## src/event_stamp_map.svh

```systemverilog
`ifndef EVENT_STAMP_MAP_SVH
`define EVENT_STAMP_MAP_SVH

// ----------------------------------------------------------------
// register indices (byte address = index * 4)
// ----------------------------------------------------------------
`define IDX_STAMP_MONTH    8'h2C
`define IDX_STAMP_YEAR     8'h2D
`define IDX_EVT_CTRL       8'h30
`define IDX_EVT_STATUS     8'h31
`define IDX_EVT_MASK       8'h32

// ----------------------------------------------------------------
// field positions
// ----------------------------------------------------------------
`define CTRL_OVERWRITE_BIT 0
`define CTRL_LEVEL_BIT     1
`define CTRL_CLEAR_BIT     2
`define STAT_EVENT_BIT     0
`define STAT_DROPPED_BIT   1
`define STAT_WIDTH         2
`define MONTH_FIELD_MSB    4

// ----------------------------------------------------------------
// reset and fixed values
// ----------------------------------------------------------------
`define STAMP_RESET        8'h00
`define MONTH_POR_STAMP    8'h01
`define YEAR_POR_STAMP     8'h00
`define POR_WINDOW_CYCLES  3'h4

`endif

```

## src/event_stamp_pkg.sv

```systemverilog
package event_stamp_pkg;

    // captured calendar pair
    typedef struct packed {
        logic [7:0] month;
        logic [7:0] year;
    } stamp_t;

    // software control bits
    typedef struct packed {
        logic overwrite_sel;
        logic level_sel;
    } evt_ctrl_t;

    // apb request as seen by the slave
    typedef struct packed {
        logic        sel;
        logic        enable;
        logic        write;
        logic [7:0]  index;
        logic [31:0] wdata;
    } apb_req_t;

endpackage

```

## src/event_stamp_month_year.sv

```systemverilog
// The APB interface to the registers is this design's own decision.
`timescale 1ns/1ps
`include "event_stamp_map.svh"

module event_stamp_month_year
    import event_stamp_pkg::*;
#(
    parameter int ADDR_W = 10
) (
    input  wire logic              ref_clk,
    input  wire logic              resetn,
    input  wire logic              event_input_pin,
    input  wire logic [7:0]        cur_month,
    input  wire logic [7:0]        cur_year,
    input  wire logic              psel,
    input  wire logic              penable,
    input  wire logic              pwrite,
    input  wire logic [ADDR_W-1:0] paddr,
    input  wire logic [31:0]       pwdata,
    output logic      [31:0]       prdata,
    output logic                   pready,
    output logic                   pslverr,
    output logic                   irq
);

    // ----------------------------------------------------------------
    // elaboration check
    // ----------------------------------------------------------------
    // word index needs eight bits above the byte lanes
    if (ADDR_W < 10) begin : g_bad_addr
        $error("ADDR_W must be at least 10");
    end

    // ----------------------------------------------------------------
    // declarations
    // ----------------------------------------------------------------
    apb_req_t                   req;            // bundled bus request
    stamp_t                     stamp;          // held stamp pair
    evt_ctrl_t                  ctrl;           // software control
    logic [`STAT_WIDTH-1:0]     status;         // sticky event flags
    logic [`STAT_WIDTH-1:0]     mask;           // interrupt mask
    logic                       stamp_held;     // a stamp is stored
    logic                       clear_req;      // clear pulse from bus
    logic                       evt_pulse;      // event from pin logic
    logic                       por_evt;        // power-on event
    logic                       wr_hit;         // write takes effect
    logic                       rd_hit;         // read takes effect
    logic                       take_stamp;     // capture this cycle
    logic                       drop_stamp;     // event not stored
    logic [`STAT_WIDTH-1:0]     stat_set;       // flags raised now
    logic [`STAT_WIDTH-1:0]     stat_clr;       // flags cleared now
    logic [`STAT_WIDTH-1:0]     next_status;    // status after edge
    logic [31:0]                next_rdata;     // read mux result
    logic                       next_err;       // unmapped access

    // ----------------------------------------------------------------
    // functions
    // ----------------------------------------------------------------
    // month register image: upper three bits always zero
    function automatic logic [7:0] month_image(input logic [7:0] m);
        month_image = {3'b000, m[`MONTH_FIELD_MSB:0]};
    endfunction

    // known register index
    function automatic logic is_mapped(input logic [7:0] idx);
        is_mapped = (idx == `IDX_STAMP_MONTH) || (idx == `IDX_STAMP_YEAR)
                 || (idx == `IDX_EVT_CTRL)    || (idx == `IDX_EVT_STATUS)
                 || (idx == `IDX_EVT_MASK);
    endfunction

    // ----------------------------------------------------------------
    // bus request
    // ----------------------------------------------------------------
    assign req.sel    = psel;
    assign req.enable = penable;
    assign req.write  = pwrite;
    assign req.index  = paddr[9:2];
    assign req.wdata  = pwdata;

    // access phase completes on the edge where pready is high
    assign wr_hit = req.sel & req.enable & pready & req.write;
    assign rd_hit = req.sel & req.enable & pready & ~req.write;

    // ----------------------------------------------------------------
    // pin detector
    // ----------------------------------------------------------------
    event_pin_detect u_detect (
        .ref_clk         (ref_clk),
        .resetn          (resetn),
        .event_input_pin (event_input_pin),
        .event_level_sel (ctrl.level_sel),
        .evt_pulse       (evt_pulse),
        .por_evt         (por_evt)
    );

    // ----------------------------------------------------------------
    // apb handshake
    // ----------------------------------------------------------------
    // pready rises one cycle into the access phase, drops after it
    always_ff @(posedge ref_clk or negedge resetn) begin
        if (!resetn) begin
            pready <= 1'b0;
        end else begin
            pready <= req.sel & req.enable & ~pready;
        end
    end

    // read mux, evaluated in the access phase
    always_comb begin
        next_rdata = 32'h0000_0000;
        next_err   = 1'b0;
        if (!is_mapped(req.index)) begin
            next_err = 1'b1;
        end else if (req.write) begin
            next_rdata = 32'h0000_0000;
        end else if (req.index == `IDX_STAMP_MONTH) begin
            next_rdata[7:0] = month_image(stamp.month);
        end else if (req.index == `IDX_STAMP_YEAR) begin
            next_rdata[7:0] = stamp.year;
        end else if (req.index == `IDX_EVT_CTRL) begin
            next_rdata[`CTRL_OVERWRITE_BIT] = ctrl.overwrite_sel;
            next_rdata[`CTRL_LEVEL_BIT]     = ctrl.level_sel;
        end else if (req.index == `IDX_EVT_STATUS) begin
            next_rdata[`STAT_WIDTH-1:0] = status;
        end else begin
            next_rdata[`STAT_WIDTH-1:0] = mask;
        end
    end

    // data and error stand with pready
    always_ff @(posedge ref_clk or negedge resetn) begin
        if (!resetn) begin
            prdata  <= 32'h0000_0000;
            pslverr <= 1'b0;
        end else if (req.sel & req.enable & ~pready) begin
            prdata  <= next_rdata;
            pslverr <= next_err;
        end else begin
            prdata  <= 32'h0000_0000;
            pslverr <= 1'b0;
        end
    end

    // ----------------------------------------------------------------
    // control registers
    // ----------------------------------------------------------------
    // stamp registers are read only; writes to them do nothing
    always_ff @(posedge ref_clk or negedge resetn) begin
        if (!resetn) begin
            ctrl.overwrite_sel <= 1'b0;
            ctrl.level_sel     <= 1'b0;
        end else if (wr_hit && req.index == `IDX_EVT_CTRL) begin
            ctrl.overwrite_sel <= req.wdata[`CTRL_OVERWRITE_BIT];
            ctrl.level_sel     <= req.wdata[`CTRL_LEVEL_BIT];
        end
    end

    // clear is a write-one command, never stored
    assign clear_req = wr_hit && (req.index == `IDX_EVT_CTRL)
                    && req.wdata[`CTRL_CLEAR_BIT];

    // mask register
    always_ff @(posedge ref_clk or negedge resetn) begin
        if (!resetn) begin
            mask <= `STAT_WIDTH'(0);
        end else if (wr_hit && req.index == `IDX_EVT_MASK) begin
            mask <= req.wdata[`STAT_WIDTH-1:0];
        end
    end

    // ----------------------------------------------------------------
    // stamp capture
    // ----------------------------------------------------------------
    // first mode stores only into an empty stamp or one cleared in the same cycle; last mode always
    assign take_stamp = evt_pulse & (ctrl.overwrite_sel | ~stamp_held
                                     | clear_req);
    assign drop_stamp = evt_pulse & ~take_stamp;

    // capture wins over a clear in the same cycle
    always_ff @(posedge ref_clk or negedge resetn) begin
        if (!resetn) begin
            stamp.month <= `STAMP_RESET;
            stamp.year  <= `STAMP_RESET;
            stamp_held  <= 1'b0;
        end else if (por_evt) begin
            stamp.month <= `MONTH_POR_STAMP;
            stamp.year  <= `YEAR_POR_STAMP;
            stamp_held  <= 1'b1;
        end else if (take_stamp) begin
            stamp.month <= month_image(cur_month);
            stamp.year  <= cur_year;
            stamp_held  <= 1'b1;
        end else if (clear_req) begin
            stamp.month <= `STAMP_RESET;
            stamp.year  <= `STAMP_RESET;
            stamp_held  <= 1'b0;
        end
    end

    // ----------------------------------------------------------------
    // interrupt status
    // ----------------------------------------------------------------
    // raise on stored or refused events, write one to clear
    always_comb begin
        stat_set = `STAT_WIDTH'(0);
        stat_clr = `STAT_WIDTH'(0);
        stat_set[`STAT_EVENT_BIT]   = take_stamp | por_evt;
        stat_set[`STAT_DROPPED_BIT] = drop_stamp & ~por_evt;
        if (wr_hit && req.index == `IDX_EVT_STATUS) begin
            stat_clr = req.wdata[`STAT_WIDTH-1:0];
        end
        next_status = (status & ~stat_clr) | stat_set;
    end

    // sticky flags, set beats clear
    always_ff @(posedge ref_clk or negedge resetn) begin
        if (!resetn) begin
            status <= `STAT_WIDTH'(0);
        end else begin
            status <= next_status;
        end
    end

    // registered level interrupt from the next flag values
    always_ff @(posedge ref_clk or negedge resetn) begin
        if (!resetn) begin
            irq <= 1'b0;
        end else begin
            irq <= |(next_status & mask);
        end
    end

endmodule

```

## src/event_pin_detect.sv

```systemverilog
`timescale 1ns/1ps
`include "event_stamp_map.svh"

module event_pin_detect (
    input  wire logic ref_clk,
    input  wire logic resetn,
    input  wire logic event_input_pin,
    input  wire logic event_level_sel,
    output logic      evt_pulse,
    output logic      por_evt
);

    // ----------------------------------------------------------------
    // pin synchroniser
    // ----------------------------------------------------------------
    logic       sync_a;      // first stage, read only by sync_b
    logic       sync_b;      // safe pin level
    logic       prev_active; // active level one cycle ago
    logic [2:0] por_count;   // cycles since reset release
    logic       active;      // pin at the selected event level

    // two flops, idle high so a low pin after reset is seen as new
    always_ff @(posedge ref_clk or negedge resetn) begin
        if (!resetn) begin
            sync_a <= 1'b1;
            sync_b <= 1'b1;
        end else begin
            sync_a <= event_input_pin;
            sync_b <= sync_a;
        end
    end

    // low level counts when level select is zero
    assign active = event_level_sel ? sync_b : ~sync_b;

    // ----------------------------------------------------------------
    // event detection
    // ----------------------------------------------------------------
    // one pulse per entry into the active level
    always_ff @(posedge ref_clk or negedge resetn) begin
        if (!resetn) begin
            prev_active <= 1'b0;
        end else begin
            prev_active <= active;
        end
    end

    assign evt_pulse = active & ~prev_active;

    // window right after reset in which an event is the power-on one
    always_ff @(posedge ref_clk or negedge resetn) begin
        if (!resetn) begin
            por_count <= 3'h0;
        end else if (por_count != `POR_WINDOW_CYCLES) begin
            por_count <= por_count + 3'h1;
        end
    end

    assign por_evt = evt_pulse & (por_count != `POR_WINDOW_CYCLES);

endmodule

```

## config.mk

```make
export PLATFORM = sky130hd
export DESIGN_NAME = event_stamp_month_year
export DESIGN_NICKNAME = d
export VERILOG_FILES = /design/src/event_stamp_pkg.sv /design/src/event_stamp_month_year.sv /design/src/event_pin_detect.sv
export VERILOG_INCLUDE_DIRS = /design/src
export SDC_FILE = /design/constraint.sdc
export NUM_CORES = 1
export LEC_CHECK = 0
export BUFFER_PORTS_ARGS = -buffer_cell sky130_fd_sc_hd__buf_2
export CAP_MARGIN = 30
export CORE_UTILIZATION = 36
export DETAILED_ROUTE_END_ITERATION = 16
export PLACE_DENSITY = 0.67
export SKIP_CTS_REPAIR_TIMING = 1
export SYNTH_ARGS = -nofsm -noshare
export SYNTH_HDL_FRONTEND = slang
export SYNTH_HIERARCHICAL = 1
export SYNTH_SLANG_ARGS = --single-unit
```

## constraint.sdc

```tcl
create_clock -name ref_clk -period 2.9 [get_ports ref_clk]
set_input_delay 0.435 -clock ref_clk [delete_from_list [all_inputs] [get_ports ref_clk]]
set_output_delay 0.435 -clock ref_clk [all_outputs]
set_load 0.005 [all_outputs]
```

Word-level counts from Yosys, hierarchy flattened
Index checks and enable logic that the tools add are counted.
{ "totals": {"reg_bits": 61, "latch_bits": 0, "ram_bits": 0, "romBits": 0, "in_bits": 64, "output_inout_bits": 35, "word_cells": 72, "n_memories": 0} }
{ "classes": {"add_sub_neg": 1, "mul": 0, "div_mod_pow": 0, "order_cmp": 0, "n_eq_ne": 6, "n_shift": 0, "n_mux": 18, "bitwise": 22, "n_reduce_logical": 10} }
{ "ops": {"columns": ["op", "count"], "rows": [
  ["== test 8 x 6 -> 1 bit, second input constant", 5],
  ["two-way mux 13 bit", 3],
  ["two-way mux 8 bit", 4],
  ["AND 1 bit", 9],
  ["two-way mux 2 bit", 4],
  ["two-way mux 1 bit", 6],
  ["two-way mux 6 bit", 1],
  ["NOT 1 bit", 6],
  ["AND 2 bit", 2],
  ["logical AND 1 bit", 4],
  ["logical OR 1 bit", 4],
  ["adder 3 x 1 -> 3 bit, second input constant", 1],
  ["!= test 3 bit, second input constant", 1],
  ["bitwise OR 1 bit", 3],
  ["nonzero test 3 bit", 1],
  ["NOT 2 bit", 1],
  ["bitwise OR 2 bit", 1],
  ["OR reduction 2 bit", 1]
]} }

Longest topological paths before layout
{ "logic_depth": {"ltp_word": 13, "mapped_depth": 8, "depth_no_buf": 7} }

Hierarchy
Netlist, hierarchy kept.
{ "modules_own_cells": {"columns": ["mod", "n_inst", "cells_each", "area_each_um2", "seq_area_each_um2"], "rows": [
  ["event_stamp_month_year", 1, 137, 1586.5, 775.7],
  ["event_pin_detect", 1, 20, 259.0, 152.6]
]} }

Worst setup path before layout
OpenSTA, ideal clock, no wires.
{ "synth_path": {"path_kind": "input port to flip-flop", "start": "input paddr[9]", "end": "register mask[0]", "setup_ns": 0.125, "t_arrival_ns": 2.022, "t_required_ns": 2.775, "slack_ns": 0.753, "stages": 5, "n_path_buf": 1, "path_cell_list": "or3b_1 > buf_6 > or2_4 > or4b_4 > mux2_4"} }
{ "synth_between": {"elab_chain_cells": 2} }
{ "synth_lines": {"columns": ["element", "line_no", "text"], "rows": [
  ["from (decl)", "event_stamp_month_year.sv:18", "input wire logic [ADDR_W-1:0] paddr,"],
  ["== test 8 x 6 -> 1 bit (no line)", null, null],
  ["logical AND 1 bit (no line)", null, null],
  ["to (signal assigned)", "event_stamp_month_year.sv:165", "mask <= `STAT_WIDTH'(0);"],
  ["to (signal assigned)", "event_stamp_month_year.sv:167", "mask <= req.wdata[`STAT_WIDTH-1:0];"],
  ["to (decl)", "event_stamp_month_year.sv:41", "logic [`STAT_WIDTH-1:0] mask;"]
]} }
No other way between the ends.
A chain may end at the register's enable or synchronous reset.

Worst setup path after layout
{ "layout_path": {"start": "input paddr[9]", "end": "register stamp[4] (netlist bit)"} }
{ "layout_between": {"elab_chain_cells": 7, "word_cells_on_any_way": 8, "classes_between": "1 x eq/ne; 2 x mux; 2 x bitwise; 3 x reduce/logical"} }
{ "layout_lines": {"columns": ["element", "line_no", "text"], "rows": [
  ["== test 8 x 6 -> 1 bit (no line) *", null, null],
  ["logical AND 1 bit * (2 in a row)", "event_stamp_month_year.sv:159", "assign clear_req = wr_hit && (req.index == `IDX_EVT_CTRL)"],
  ["bitwise OR 1 bit", "event_stamp_month_year.sv:176", "| clear_req);"],
  ["AND 1 bit", "event_stamp_month_year.sv:175", "assign take_stamp = evt_pulse & (ctrl.overwrite_sel | ~stamp_held"],
  ["two-way mux 13 bit", "event_stamp_month_year.sv:189", "end else if (take_stamp) begin"],
  ["two-way mux 13 bit", "event_stamp_month_year.sv:185", "end else if (por_evt) begin"],
  ["to (decl)", "event_stamp_month_year.sv:38", "stamp_t stamp;"]
]} }
Mark *: on every way between the ends. The rest lies on a longest branch, timed or not.

==> qor.txt <==
run status: finished, final reports clean
# diodes: 0
unrepaired setup endpoints after global routing: false
Final ANT Viol Nets: 0
Slowest-stage cell, CP: or4_4
minimum clock period: 2030 ps
CP Buf/Inv Count: 1
post-synth top area cell: dfrtp_1
post-DP HPWL: 2550 µm
required time worst endpoint: 3090 ps
crit path kind: in2reg
clk root buf: clkbuf_8
Mapped Area: 1850 µm²
Tightest Hold Check Type: in2async
worst clock skew: 8.48 ps
largest net degree at the start of global routing: 38
WP data arrival: 2220 ps
total gr overflow: 0
Post-Synth Simple-Gate Area: 0.142
main combinational cell family by area after synthesis: simple AND/OR/NAND/NOR gates
most used flip-flop cell after synthesis: dfrtp_1
slowest cell delay on critical path: 600 ps
Seq cells post-synth: 37
clk slew on worst S/H paths: 80 ps
total number of vias: 1229
standard-cell rows: 25
Synth async-reset ratio: 1.00
EDFF count, synth: 0
clock sinks: 37
Starting Density: 0.383
DR iter-0 viols: 91
Syn-to-layout area delta: 13.6%
final setup fails: 0
setup TNS: 0 ps
CTS Buf Count: 5
max_slew headroom: 0.465
max-capacitance violation count: 0
adder-cell area share of the yosys netlist: 0.0136
CTS tree: yes
H-tree Lvls: 2
most frequent cells in the layout: 40 x buf_2, 35 x dfrtp_1, 24 x conb_1, 13 x a22o_1, 7 x nor2_1
DR WL/cell: 13.3 µm
Routability Congestion: 0.725
achievable frequency: 493 MHz
area of the core: 4820 µm²
worst-case clock buffer depth: 2
Worst Max-Slew Pin Slew: 803 ps
most common cell after layout, fill and taps aside: buf_2
die footprint: 5420 µm²
synth unique cells: 43
Worst setup EP type: register
yosys warns: 6
crit-path cells: buf_2, or3b_1, or4_4, and2_1, a22o_1
post-synthesis mux area share: 0.0759
Synth Instances: 157
area fraction of the dominant cell type after synthesis: 0.475
Total Wirelength: 3540 µm
Peak VDD IR: 264 µV
P_leak: 1.04 nW
Final #Nets: 264
number of port buffers: 40
layout cells sized above 1: 0.322
CP top delay family: simple AND/OR/NAND/NOR gates
Total Routing Usage GR: 0.146
Worst setup SP type: input port
Die X-Extent: 73.6 µm
initial antenna violation count: 0
sequential area share after synthesis: 0.503
Compound-Gate Fraction of Synth Area: 0.132
crit path max fanout: 12
Skew-Pair Late Insertion Delay: 300 ps
DR pass1 iterations: 4
DRC: 0
io pins: 99
xor and xnor area share after synthesis: 0.00949
total power: 0.963 mW
final period utilization: 0.699
synthesized area per cell: 11.8 µm²
first-pass GRT wire length: 5780 µm
Final Hold Vio Count: 0
Final Max Tran Viols: 0
die height: 73.6 µm
vias in the first global route: 1211
Cell Pwr Density: 459 nW/µm²
via/cell ratio: 4.62
Synth area leaders: dfrtp_1 47%, buf_4 9.8%, a22o_1 6.2%
==> per-stage QoR <==
step           cells  utilization  cell area [µm²]  hold WS (ps)  worst slack, ps
2_1_floorplan    180            -             1930           139              753
6_report         266        0.435             2100           219              874
5_1_grt          266        0.435             2100           217              801
4_1_cts          266        0.435             2100           218              867
3_5_place_dp     258        0.416             2010           347              541
3_3_place_gp     258        0.416             2010           346              570
==> report_power, final <==
group / internal, mW / switching, mW
registers: 0.524 / 0.00372
logic: 0.0267 / 0.0416
clock network: 0.170 / 0.197
total: 0.721 / 0.242
==> worst register-to-register path, cell delays in order (launching register included) <==
cell     delay [ps]
dfstp_2         530
xor2_1          250
nor2_1          160
a21oi_1         240
and2_1          450
a22o_1          210
==> flip-flops by register name, summed over array words and instances, names as in the netlist <==
name / cells
mask: 2
ctrl: 2
pslverr: 1
irq: 1
stamp: 13
u_detect/sync_b: 1
u_detect/sync_a: 1
pready: 1
stamp_held: 1
status: 2
u_detect/por_count: 3
u_detect/prev_active: 1
prdata: 8
==> area by class of cell <==
cell class,instances,area [µm²]
multi-input combinational,110,778
fill,474,2720
timing repair buffer,40,200
clock inverter,3,22.5
tap,67,83.8
clock buffer,5,68.8
inverter,4,15.0
sequential,37,928
==> path summary, 6_finish.rpt <==
| check | from | endpoint | slack, ps | cells after the start |
|---|---|---|---|---|
| max in group asynchronous | resetn | ctrl[1] | 2180 | 1 |
| min reg2reg | u_detect/sync_a | u_detect/sync_b | 360 | 0 |
| min in group ref_clk | event_input_pin | u_detect/sync_a | 230 | 1 |
| max reg2reg | u_detect/sync_b | stamp[4] | 1000 | 5 |
| max | paddr[9] | stamp[4] | 870 | 5 |
| min | resetn | stamp[5] | 220 | 1 |
==> per-layer routing <==
layer	global-route usage	wire length, µm
met1	0.194	1610
met2	0.222	1680
met3	0.0343	166
met4	0.0769	79
met5	0	0
==> cell usage after synthesis (all sizes together) (2+ instances only) <==
| cell | count |
|---|---|
| a211oi | 4 |
| a21oi | 3 |
| a22o | 13 |
| and2 | 4 |
| buf | 28 |
| dfrtp | 35 |
| dfstp | 2 |
| ha | 2 |
| inv | 4 |
| mux2 | 7 |
| mux2i | 5 |
| nand2 | 5 |
| nand2b | 3 |
| nand3b | 3 |
| nor2 | 7 |
| nor2b | 3 |
| nor4 | 2 |
| o211ai | 2 |
| o41ai | 2 |
| or3 | 2 |
| or3b | 3 |
| or4 | 3 |
| or4b | 2 |
==> cell families (layout without fill, tap and decap cells) <==
family / after synthesis / count (layout)
AO/OA/AOI/OAI: 30 / 30
XOR/XNOR: 2 / 2
flip-flops: 37 / 37
multiplexers: 12 / 12
other: 1 / 24
buffers and inverters: 33 / 52
AND/OR/NAND/NOR: 40 / 40
adder cells (fa/ha/maj): 2 / 2
No activity file was read; power rests on OpenSTA's default activity.
